===== src/design/setting_group_selector_map.vh =====
// Purpose: Register offsets, field positions, reset values and event bits of the selector.
// Assumes: Byte addresses on a 32-bit Avalon-MM bus, one register per aligned word.
// Notes:   Group codes are zero based: code 0 is group_one, code 7 is group_eight.
`ifndef SETTING_GROUP_SELECTOR_MAP_VH
`define SETTING_GROUP_SELECTOR_MAP_VH

// ==========================================================================
// Register offsets.
`define SGS_OFF_ACTIVE 6'h00
`define SGS_OFF_CONTROL 6'h04
`define SGS_OFF_FORCE 6'h08
`define SGS_OFF_REMOTE 6'h0c
`define SGS_OFF_STATUS 6'h10
`define SGS_OFF_MASK 6'h14
`define SGS_OFF_LEVELS 6'h18

// ==========================================================================
// Control register fields.
`define SGS_CTL_FORCE_EN 0
`define SGS_CTL_XFMR_FOLLOW 1
`define SGS_CTL_USED_LO 4
`define SGS_CTL_USED_HI 6

// ==========================================================================
// Reset values.
`define SGS_RST_ACTIVE 3'h0
`define SGS_RST_USED 3'h0
`define SGS_RST_SELECT 4'h0
`define SGS_RST_MASK 12'h000

// ==========================================================================
// Event bits of the status and mask registers.
`define SGS_EV_COUNT 12
`define SGS_EV_ENABLED 0
`define SGS_EV_DISABLED 1
`define SGS_EV_REQ_ON 2
`define SGS_EV_REQ_OFF 3
`define SGS_EV_REMOTE 4
`define SGS_EV_LOCAL 5
`define SGS_EV_FORCE_ON 6
`define SGS_EV_FORCE_OFF 7
`define SGS_EV_FAIL_CFG 8
`define SGS_EV_FAIL_PRIO 9
`define SGS_EV_ACTIVE 10
`define SGS_EV_FAIL_FORCE 11

`endif


===== src/design/request_edge.v =====
// Purpose: Rise and fall detection on each group request input.
// Assumes: Inputs are synchronous to ref_clk.
// Notes:   One pulse per edge; a held level gives no further pulses.
`timescale 1ns/10ps

module request_edge #(
    parameter WIDTH = 8
) (
    input wire ref_clk,
    input wire reset_n,
    input wire [WIDTH-1:0] req_level,
    output wire [WIDTH-1:0] req_rise,
    output wire [WIDTH-1:0] req_fall
);

    // ======================================================================
    // Per-input history and edge pulses.
    genvar i;
    generate
        for (i = 0; i < WIDTH; i = i + 1) begin : g_edge
            reg prev_ff;
            // Remember the previous sample of the input.
            always @(posedge ref_clk) begin
                if (!reset_n) begin
                    prev_ff <= 1'b0;
                end else begin
                    prev_ff <= req_level[i];
                end
            end
            // A pulse request is one rising edge, seen exactly once.
            assign req_rise[i] = req_level[i] & ~prev_ff;
            assign req_fall[i] = ~req_level[i] & prev_ff;
        end
    endgenerate

endmodule


===== src/design/setting_group_selector.v =====
// Purpose: Selects which of eight setting groups is active, with forcing and events.
// Assumes: Avalon-MM slave with waitrequest; request inputs synchronous to ref_clk.
// Notes:   Group code 0 is group_one, the highest priority.
//
// Register access over Avalon-MM and the register offsets were left to the implementer.
`timescale 1ns/10ps
`include "setting_group_selector_map.vh"

module setting_group_selector (
    input wire ref_clk,
    input wire reset_n,
    input wire [5:0] address,
    input wire read,
    input wire write,
    input wire [31:0] writedata,
    input wire [3:0] byteenable,
    output reg [31:0] readdata,
    output wire waitrequest,
    input wire [7:0] group_req,
    input wire local_force_valid,
    input wire [3:0] local_force_group,
    output wire [2:0] active_group,
    output wire [7:0] active_onehot,
    output wire [2:0] xfmr_group,
    output wire [7:0] group_enabled,
    output wire [7:0] default_load,
    output wire irq
);

    // ======================================================================
    // Declarations.
    reg ack_ff;
    reg [2:0] active_ff;
    reg [2:0] xfmr_ff;
    reg force_en_ff;
    reg xfmr_follow_ff;
    reg [2:0] used_ff;
    reg [3:0] force_sel_ff;
    reg [3:0] remote_sel_ff;
    reg [11:0] status_ff;
    reg [11:0] mask_ff;
    reg release_ff;
    reg [7:0] load_ff;
    reg [7:0] nxt_load;
    reg [31:0] nxt_rdata;
    reg [7:0] enabled;
    reg [7:0] force_oh;
    reg [7:0] remote_oh;
    reg [7:0] cand;
    reg [7:0] cand_ok;
    reg [3:0] win;
    reg [3:0] hold;
    reg blocked;
    reg take;
    reg [11:0] ev;
    reg [7:0] onehot_ff;
    reg [7:0] enabled_ff;
    reg [7:0] nxt_enabled;
    integer int_i;
    wire [7:0] req_rise;
    wire [7:0] req_fall;
    wire access;
    wire wr_go;
    wire rd_go;
    wire bus_force;
    wire any_force;
    wire [3:0] force_code;
    wire [2:0] new_used;
    wire new_force_en;
    wire [5:0] word_addr;
    wire ctl_wr;
    wire remote_wr;
    wire status_rd;

    // ======================================================================
    // Lowest set bit, i.e. the highest priority group; bit 3 flags a hit.
    function [3:0] first_set;
        input [7:0] v;
        integer k;
        begin
            first_set = 4'h0;
            for (k = 7; k >= 0; k = k - 1) begin
                if (v[k]) begin
                    first_set = {1'b1, k[2:0]};
                end
            end
        end
    endfunction

    // Turns a selector value (0 none, 1..8 group) into a one-hot vector.
    function [7:0] sel_onehot;
        input [3:0] sel;
        begin
            if (sel == 4'h0 || sel > 4'h8) begin
                sel_onehot = 8'h00;
            end else begin
                sel_onehot = 8'h01 << (sel - 4'h1);
            end
        end
    endfunction

    // ======================================================================
    // Edge detection of the request inputs.
    request_edge #(
        .WIDTH(8)
    ) u_edge (
        .ref_clk(ref_clk),
        .reset_n(reset_n),
        .req_level(group_req),
        .req_rise(req_rise),
        .req_fall(req_fall)
    );

    // ======================================================================
    // Bus handshake: every access waits one cycle, then completes.
    assign access = read | write;
    assign waitrequest = access & ~ack_ff;
    assign wr_go = write & ack_ff;
    assign rd_go = read & ack_ff;

    // Completion flag that releases waitrequest in the second cycle.
    always @(posedge ref_clk) begin
        if (!reset_n) begin
            ack_ff <= 1'b0;
        end else begin
            ack_ff <= access & ~ack_ff;
        end
    end

    // Read data is assembled in the waiting cycle and stands at completion.
    always @* begin
        nxt_rdata = 32'h0000_0000;
        case ({address[5:2], 2'b00})
            `SGS_OFF_ACTIVE: begin
                nxt_rdata = {21'h0, xfmr_ff, 5'h0, active_ff};
            end
            `SGS_OFF_CONTROL: begin
                nxt_rdata = {25'h0, used_ff, 2'h0, xfmr_follow_ff, force_en_ff};
            end
            `SGS_OFF_FORCE: begin
                nxt_rdata = {28'h0, force_sel_ff};
            end
            `SGS_OFF_REMOTE: begin
                nxt_rdata = {28'h0, remote_sel_ff};
            end
            `SGS_OFF_STATUS: begin
                nxt_rdata = {20'h0, status_ff};
            end
            `SGS_OFF_MASK: begin
                nxt_rdata = {20'h0, mask_ff};
            end
            `SGS_OFF_LEVELS: begin
                nxt_rdata = {16'h0, enabled, group_req};
            end
            default: begin
                nxt_rdata = 32'h0000_0000;
            end
        endcase
    end

    // Read data register, loaded while the access waits.
    always @(posedge ref_clk) begin
        if (!reset_n) begin
            readdata <= 32'h0000_0000;
        end else if (read & ~ack_ff) begin
            readdata <= nxt_rdata;
        end
    end

    // ======================================================================
    // Word address and the strobes of completed accesses; every control, force
    // and remote field lives in byte lane 0, so lane 0 qualifies the strobes.
    assign word_addr = {address[5:2], 2'b00};
    assign ctl_wr = wr_go && byteenable[0] && (word_addr == `SGS_OFF_CONTROL);
    assign remote_wr = wr_go && byteenable[0] && (word_addr == `SGS_OFF_REMOTE);
    // A read of the status register clears it at the completing edge.
    assign status_rd = rd_go && (word_addr == `SGS_OFF_STATUS);

    // ======================================================================
    // Write decode of control and selector values.
    assign bus_force = wr_go && byteenable[0] && (word_addr == `SGS_OFF_FORCE);
    // The values the control fields take at the next edge.
    assign new_used = ctl_wr ? writedata[`SGS_CTL_USED_HI:`SGS_CTL_USED_LO] : used_ff;
    assign new_force_en = ctl_wr ? writedata[`SGS_CTL_FORCE_EN] : force_en_ff;
    // Bus forcing takes precedence over a panel request in the same cycle.
    assign any_force = bus_force | local_force_valid;
    assign force_code = bus_force ? writedata[3:0] : local_force_group;

    // Configuration registers; force enable only changes on a software write.
    always @(posedge ref_clk) begin
        if (!reset_n) begin
            force_en_ff <= 1'b0;
            xfmr_follow_ff <= 1'b0;
            used_ff <= `SGS_RST_USED;
            force_sel_ff <= `SGS_RST_SELECT;
            remote_sel_ff <= `SGS_RST_SELECT;
            mask_ff <= `SGS_RST_MASK;
        end else begin
            force_en_ff <= new_force_en;
            used_ff <= new_used;
            if (ctl_wr) begin
                xfmr_follow_ff <= writedata[`SGS_CTL_XFMR_FOLLOW];
            end
            if (any_force) begin
                force_sel_ff <= force_code;
            end
            if (remote_wr) begin
                remote_sel_ff <= writedata[3:0];
            end
            if (wr_go && (word_addr == `SGS_OFF_MASK)) begin
                if (byteenable[0]) begin
                    mask_ff[7:0] <= writedata[7:0];
                end
                if (byteenable[1]) begin
                    mask_ff[11:8] <= writedata[11:8];
                end
            end
        end
    end

    // ======================================================================
    // Group arbitration.
    always @* begin
        enabled = 8'h00;
        nxt_enabled = 8'h00;
        nxt_load = 8'h00;
        for (int_i = 0; int_i < 8; int_i = int_i + 1) begin
            enabled[int_i] = (int_i[2:0] <= used_ff);
            // Next edge's enable run, so the registered copy never lags.
            nxt_enabled[int_i] = (int_i[2:0] <= new_used);
            // Groups newly brought into use get their defaults loaded.
            nxt_load[int_i] = (int_i[2:0] <= new_used) && (int_i[2:0] > used_ff);
        end
        force_oh = sel_onehot(force_code);
        // A remote write is one request, seen only in its completing cycle.
        remote_oh = remote_wr ? sel_onehot(writedata[3:0]) : 8'h00;
        if (force_en_ff) begin
            // Only the user's forced selection counts while forcing is on.
            cand = any_force ? force_oh : 8'h00;
        end else begin
            // Edges are pulse requests; held levels re-enter at force release.
            cand = req_rise | remote_oh | (release_ff ? group_req : 8'h00);
        end
        cand_ok = cand & enabled;
        win = first_set(cand_ok);
        hold = first_set(group_req & enabled);
        // Outside forcing, a held higher-priority level refuses any lower-priority request.
        blocked = !force_en_ff && hold[3] && win[3] && (hold[2:0] < win[2:0]);
        take = win[3] && !blocked;
    end

    // Active group: changes only on an accepted request, otherwise held.
    always @(posedge ref_clk) begin
        if (!reset_n) begin
            active_ff <= `SGS_RST_ACTIVE;
            release_ff <= 1'b0;
            load_ff <= 8'h00;
        end else begin
            if (take) begin
                active_ff <= win[2:0];
            end
            release_ff <= force_en_ff & ~new_force_en;
            load_ff <= nxt_load;
        end
    end

    // Registered copies of the decoded outputs, so that the pins come
    // straight from flip-flops and move at the same edge as their source.
    always @(posedge ref_clk) begin
        if (!reset_n) begin
            onehot_ff <= 8'h01;
            enabled_ff <= 8'h01;
        end else begin
            if (take) begin
                onehot_ff <= 8'h01 << win[2:0];
            end
            enabled_ff <= nxt_enabled;
        end
    end

    // Transformer parameter group follows only while following is enabled.
    always @(posedge ref_clk) begin
        if (!reset_n) begin
            xfmr_ff <= `SGS_RST_ACTIVE;
        end else if (xfmr_follow_ff) begin
            xfmr_ff <= take ? win[2:0] : active_ff;
        end
    end

    // ======================================================================
    // Events, sticky status and interrupt.
    always @* begin
        ev = 12'h000;
        ev[`SGS_EV_ENABLED] = (new_used > used_ff);
        ev[`SGS_EV_DISABLED] = (new_used < used_ff);
        ev[`SGS_EV_REQ_ON] = |req_rise;
        ev[`SGS_EV_REQ_OFF] = |req_fall;
        ev[`SGS_EV_REMOTE] = !force_en_ff && (|(remote_oh & enabled)) && take
            && !req_rise[win[2:0]];
        ev[`SGS_EV_LOCAL] = force_en_ff && local_force_valid && !bus_force && take;
        ev[`SGS_EV_FORCE_ON] = new_force_en & ~force_en_ff;
        ev[`SGS_EV_FORCE_OFF] = force_en_ff & ~new_force_en;
        ev[`SGS_EV_FAIL_CFG] = |(cand & ~enabled);
        ev[`SGS_EV_FAIL_PRIO] = blocked;
        ev[`SGS_EV_ACTIVE] = take && (win[2:0] != active_ff);
        ev[`SGS_EV_FAIL_FORCE] = any_force && !force_en_ff;
    end

    // Status bits stick until read; a new event wins over the clearing read.
    always @(posedge ref_clk) begin
        if (!reset_n) begin
            status_ff <= 12'h000;
        end else if (status_rd) begin
            status_ff <= ev;
        end else begin
            status_ff <= status_ff | ev;
        end
    end

    // ======================================================================
    // Outputs.
    assign irq = |(status_ff & mask_ff);
    assign active_group = active_ff;
    assign active_onehot = onehot_ff;
    assign xfmr_group = xfmr_ff;
    assign group_enabled = enabled_ff;
    assign default_load = load_ff;

endmodule


===== config.mk =====
export PLATFORM = sky130hd
export DESIGN_NAME = setting_group_selector
export DESIGN_NICKNAME = d
export VERILOG_FILES = /design/src/design/request_edge.v /design/src/design/setting_group_selector.v
export VERILOG_INCLUDE_DIRS = /design/src /design/src/design
export SDC_FILE = /design/constraint.sdc
export NUM_CORES = 1
export LEC_CHECK = 0
export BUFFER_PORTS_ARGS = -buffer_cell sky130_fd_sc_hd__buf_4
export CORE_MARGIN = 3
export CORE_UTILIZATION = 30
export DETAILED_ROUTE_END_ITERATION = 8
export GPL_TIMING_DRIVEN = 1
export PLACE_DENSITY_LB_ADDON = 0.15
export SLEW_MARGIN = 0
export SYNTH_ARGS = -nofsm -noshare
export SYNTH_HDL_FRONTEND = slang
export SYNTH_HIERARCHICAL = 1
export SYNTH_SLANG_ARGS = --single-unit

===== constraint.sdc =====
create_clock -name ref_clk -period 11.1 [get_ports ref_clk]
set_clock_uncertainty 0.15 [all_clocks]
set_input_delay 1.665 -clock ref_clk [delete_from_list [all_inputs] [get_ports ref_clk]]
set_output_delay 1.665 -clock ref_clk [all_outputs]
set_load 0.05 [all_outputs]

==> results_dict.tcl <==
set metrics [dict create \
    dr_total_vias 5285 \
    cp-start-kind "primary input" \
    cp-startpoint "address[2]" \
    initial_core_util 0.311 \
    fp.dieW_um 138 \
    worstMarginPinSlew_ps 1060 \
    min_period_over_period 0.585 \
    dp_cells 932 \
    nets 787 \
    final-hold-violation-count 0 \
    endpoint "xfmr_group[1]" \
    die_h_um 138 \
    drt-pass1-iter-count 7 \
    grt_pass1_wl_um 30100 \
    drc 0 \
    p_per_area_nw_per_um2 120 \
    critical_path_class "in -> reg" \
    insertion_delay_ps 360 \
    clk_pin_slew_ps 60 \
    synth_area_um2 5250 \
    worst_r2r_path_depth 14 \
    antenna_found_initial 0 \
    drive_above_1_share 0.162 \
    routed_wl_um 19400 \
    reg2reg_to "xfmr_group[1]" \
    synthFlopType "dfxtp_1" \
    postCtsSetupBuffers 0 \
    max_freq_mhz 154 \
    drv_cap 0 \
    arrival_ps 6630 \
    status "finished clean" \
    synth_seq_cells 92 \
    via_per_inst 5.58 \
    setup_viol 0 \
    synth_edf_count 0 \
    wire_per_inst_um 20.5 \
    final_cell_mix "92 x dfxtp_1, 89 x buf_4, 66 x nor2_1, 61 x nand2_1, 58 x a21oi_1" \
    finalNonFillerCells 947 \
    dieArea_um2 19100 \
    dr.first_iter.drc_count 545 \
    rows 47 \
    ctsResizeCount 0 \
    r2r_start "ack_ff" \
    pin_count 123 \
    hold_class "reg -> reg" \
    period_needed_ps 6490 \
    relSlewSlack 0.275 \
    avgSynthCellArea_um2 7.81 \
    antennaDiodeCount 0 \
    gp_congestion 0.913 \
    holdBufCountCts 0 \
    grt_max_degree 59 \
    power_leakage_nw 2.38 \
    rsz0062_at_grt "no" \
    fin_tns_setup_ps 0 \
    port_buffers 82 \
    syn-instance-count 672 \
    cts_tree "built" \
    grt.overflow.total 0 \
    antenna_left 0 \
    slew_violations 0 \
    clockBufferDepth 2 \
    dp_hpwl_um 14000 \
    yosysSeqAreaShare 0.351 \
    ys_async_sr_fraction 0 \
    h-tree-depth 3 \
    grt_pass1_vias 5034 \
    required_ps 11240 \
    rrSetupSlack_ps 5870 \
    area_growth_pct 18.2 \
    layout_commonest_cell "dfxtp_1" \
    ys_warn_count 6 \
    grt.total_usage 0.200 \
    worstPathMaxFanout 18 \
    vdd_drop_max_v 0.0000749 \
    core_um2 16900 \
    cts_made_buffers 9 \
    synthDistinctLibCells 78 \
    cts-root-buf "clkbuf_16" \
    cp-end-kind "flip-flop" \
    cts.sinks 92 \
]
==> worst max-delay path, stage by stage <==
cell,delay (ps)
buf_4,190
nor4b_4,560
nand2_1,370
a211oi_1,540
o211ai_1,200
a221oi_1,540
or4_1,380
ha_1,300
a2111oi_0,400
buf_4,210
inv_1,60
o21ai_1,800
a22oi_1,200
a21oi_1,210
==> cells by family (layout without fill, tap and decap cells) <==
logic type / after synthesis / in the layout / synth area share
compound gates: 192 / 192 / 0.242
xor+xnor: 3 / 3 / 0.00501
fa+ha+maj: 6 / 6 / 0.0138
buf+inv: 83 / 122 / 0.0760
flops: 92 / 92 / 0.351
mux: 13 / 13 / 0.0248
other cells: 2 / 18 / 0.00143
simple gates: 281 / 281 / 0.286
==> stage by stage <==
step	setup WS, ps	utilization	hold slack, ps	power, W	cell area [µm²]
after global routing	4170	0.368	332	0.000774	6200
after global placement	4360	0.351	297	0.000439	5920
after floorplan	5410	-	286	0.000410	5310
final	4610	0.368	305	0.000743	6200
after detailed placement	4280	0.351	301	0.000439	5920
after CTS	4610	0.368	311	0.000752	6200
==> where the power goes <==
group | internal (W) | switching (W)
registers | 0.000335 | 0.00000488
logic | 0.0000277 | 0.0000652
clock network | 0.000175 | 0.000135
total | 0.000538 | 0.000205
==> how the worst min path moves through the flow <==
| stage | cells past startpoint | slack, ps | end | startpoint |
|---|---|---|---|---|
| 6_report | 2 | 310 | readdata[13] | readdata[13] |
| 5_1_grt | 2 | 330 | readdata[15] | readdata[15] |
| 4_1_cts | 2 | 310 | readdata[12] | readdata[12] |
| 3_5_place_dp | 2 | 300 | readdata[12] | readdata[12] |
| 3_3_place_gp | 2 | 300 | readdata[13] | readdata[13] |
| 2_1_floorplan | 2 | 290 | remote_sel_ff[1] | remote_sel_ff[1] |
==> area by class of cell <==
cell class	instances	area, µm²
clock buffer	12	236
clock inverter	3	47.5
fill	1821	10700
inverter	18	67.6
multi-input combinational	513	3070
sequential	92	1840
tap	220	275
timing repair buffer	89	668
==> registers in the layout, indices dropped and copies added, names as in the netlist <==
| register | cells |
|---|---|
| force_en_ff | 1 |
| force_sel_ff | 4 |
| active_group | 3 |
| ack_ff | 1 |
| used_ff | 2 |
| u_edge/g_edge.prev_ff | 8 |
| default_load | 8 |
| group_enabled | 8 |
| xfmr_follow_ff | 1 |
| readdata | 16 |
| release_ff | 1 |
| xfmr_group | 3 |
| mask_ff | 12 |
| active_onehot | 8 |
| remote_sel_ff | 4 |
| status_ff | 12 |
==> Yosys cell counts (3+ instances only) <==
cell	count	area, µm²
a2bb2oi_1	3	26.3
a2111oi_0	3	26.3
buf_2	10	50.1
buf_4	18	135
a31oi_1	11	68.8
nor3_1	7	35.0
clkbuf_1	35	131
o31a_1	4	35.0
or3_1	5	31.3
nor2_1	66	248
nand3_1	28	140
or2_2	4	25.0
a221oi_1	6	52.6
a211o_1	3	26.3
nand2_1	61	229
dfxtp_1	92	1840
a22oi_1	23	173
nor4_1	16	100
nor2b_1	26	163
and3_1	3	18.8
nor3b_1	4	30.0
mux2i_1	13	130
a31o_2	3	26.3
o211ai_1	3	22.5
nand2b_1	12	75.1
a21oi_1	58	290
inv_1	16	60.1
a211oi_1	11	82.6
and4_1	3	26.3
nor4b_1	3	26.3
and2_1	15	93.8
a22o_1	3	26.3
or3b_2	3	26.3
nand4_1	4	25.0
ha_1	5	62.6
o21ai_0	34	170
==> layer usage <==
| layer | global-route usage | up-vias | wire (µm) |
|---|---|---|---|
| met5 | 0 | - | 0 |
| met4 | 0.0801 | 0 | 451 |
| met3 | 0.0376 | 24 | 1570 |
| met2 | 0.312 | 236 | 8840 |
| met1 | 0.275 | 2512 | 8530 |
| li1 | - | 2513 | - |
Note: power is estimated with default switching activity, not from simulation.
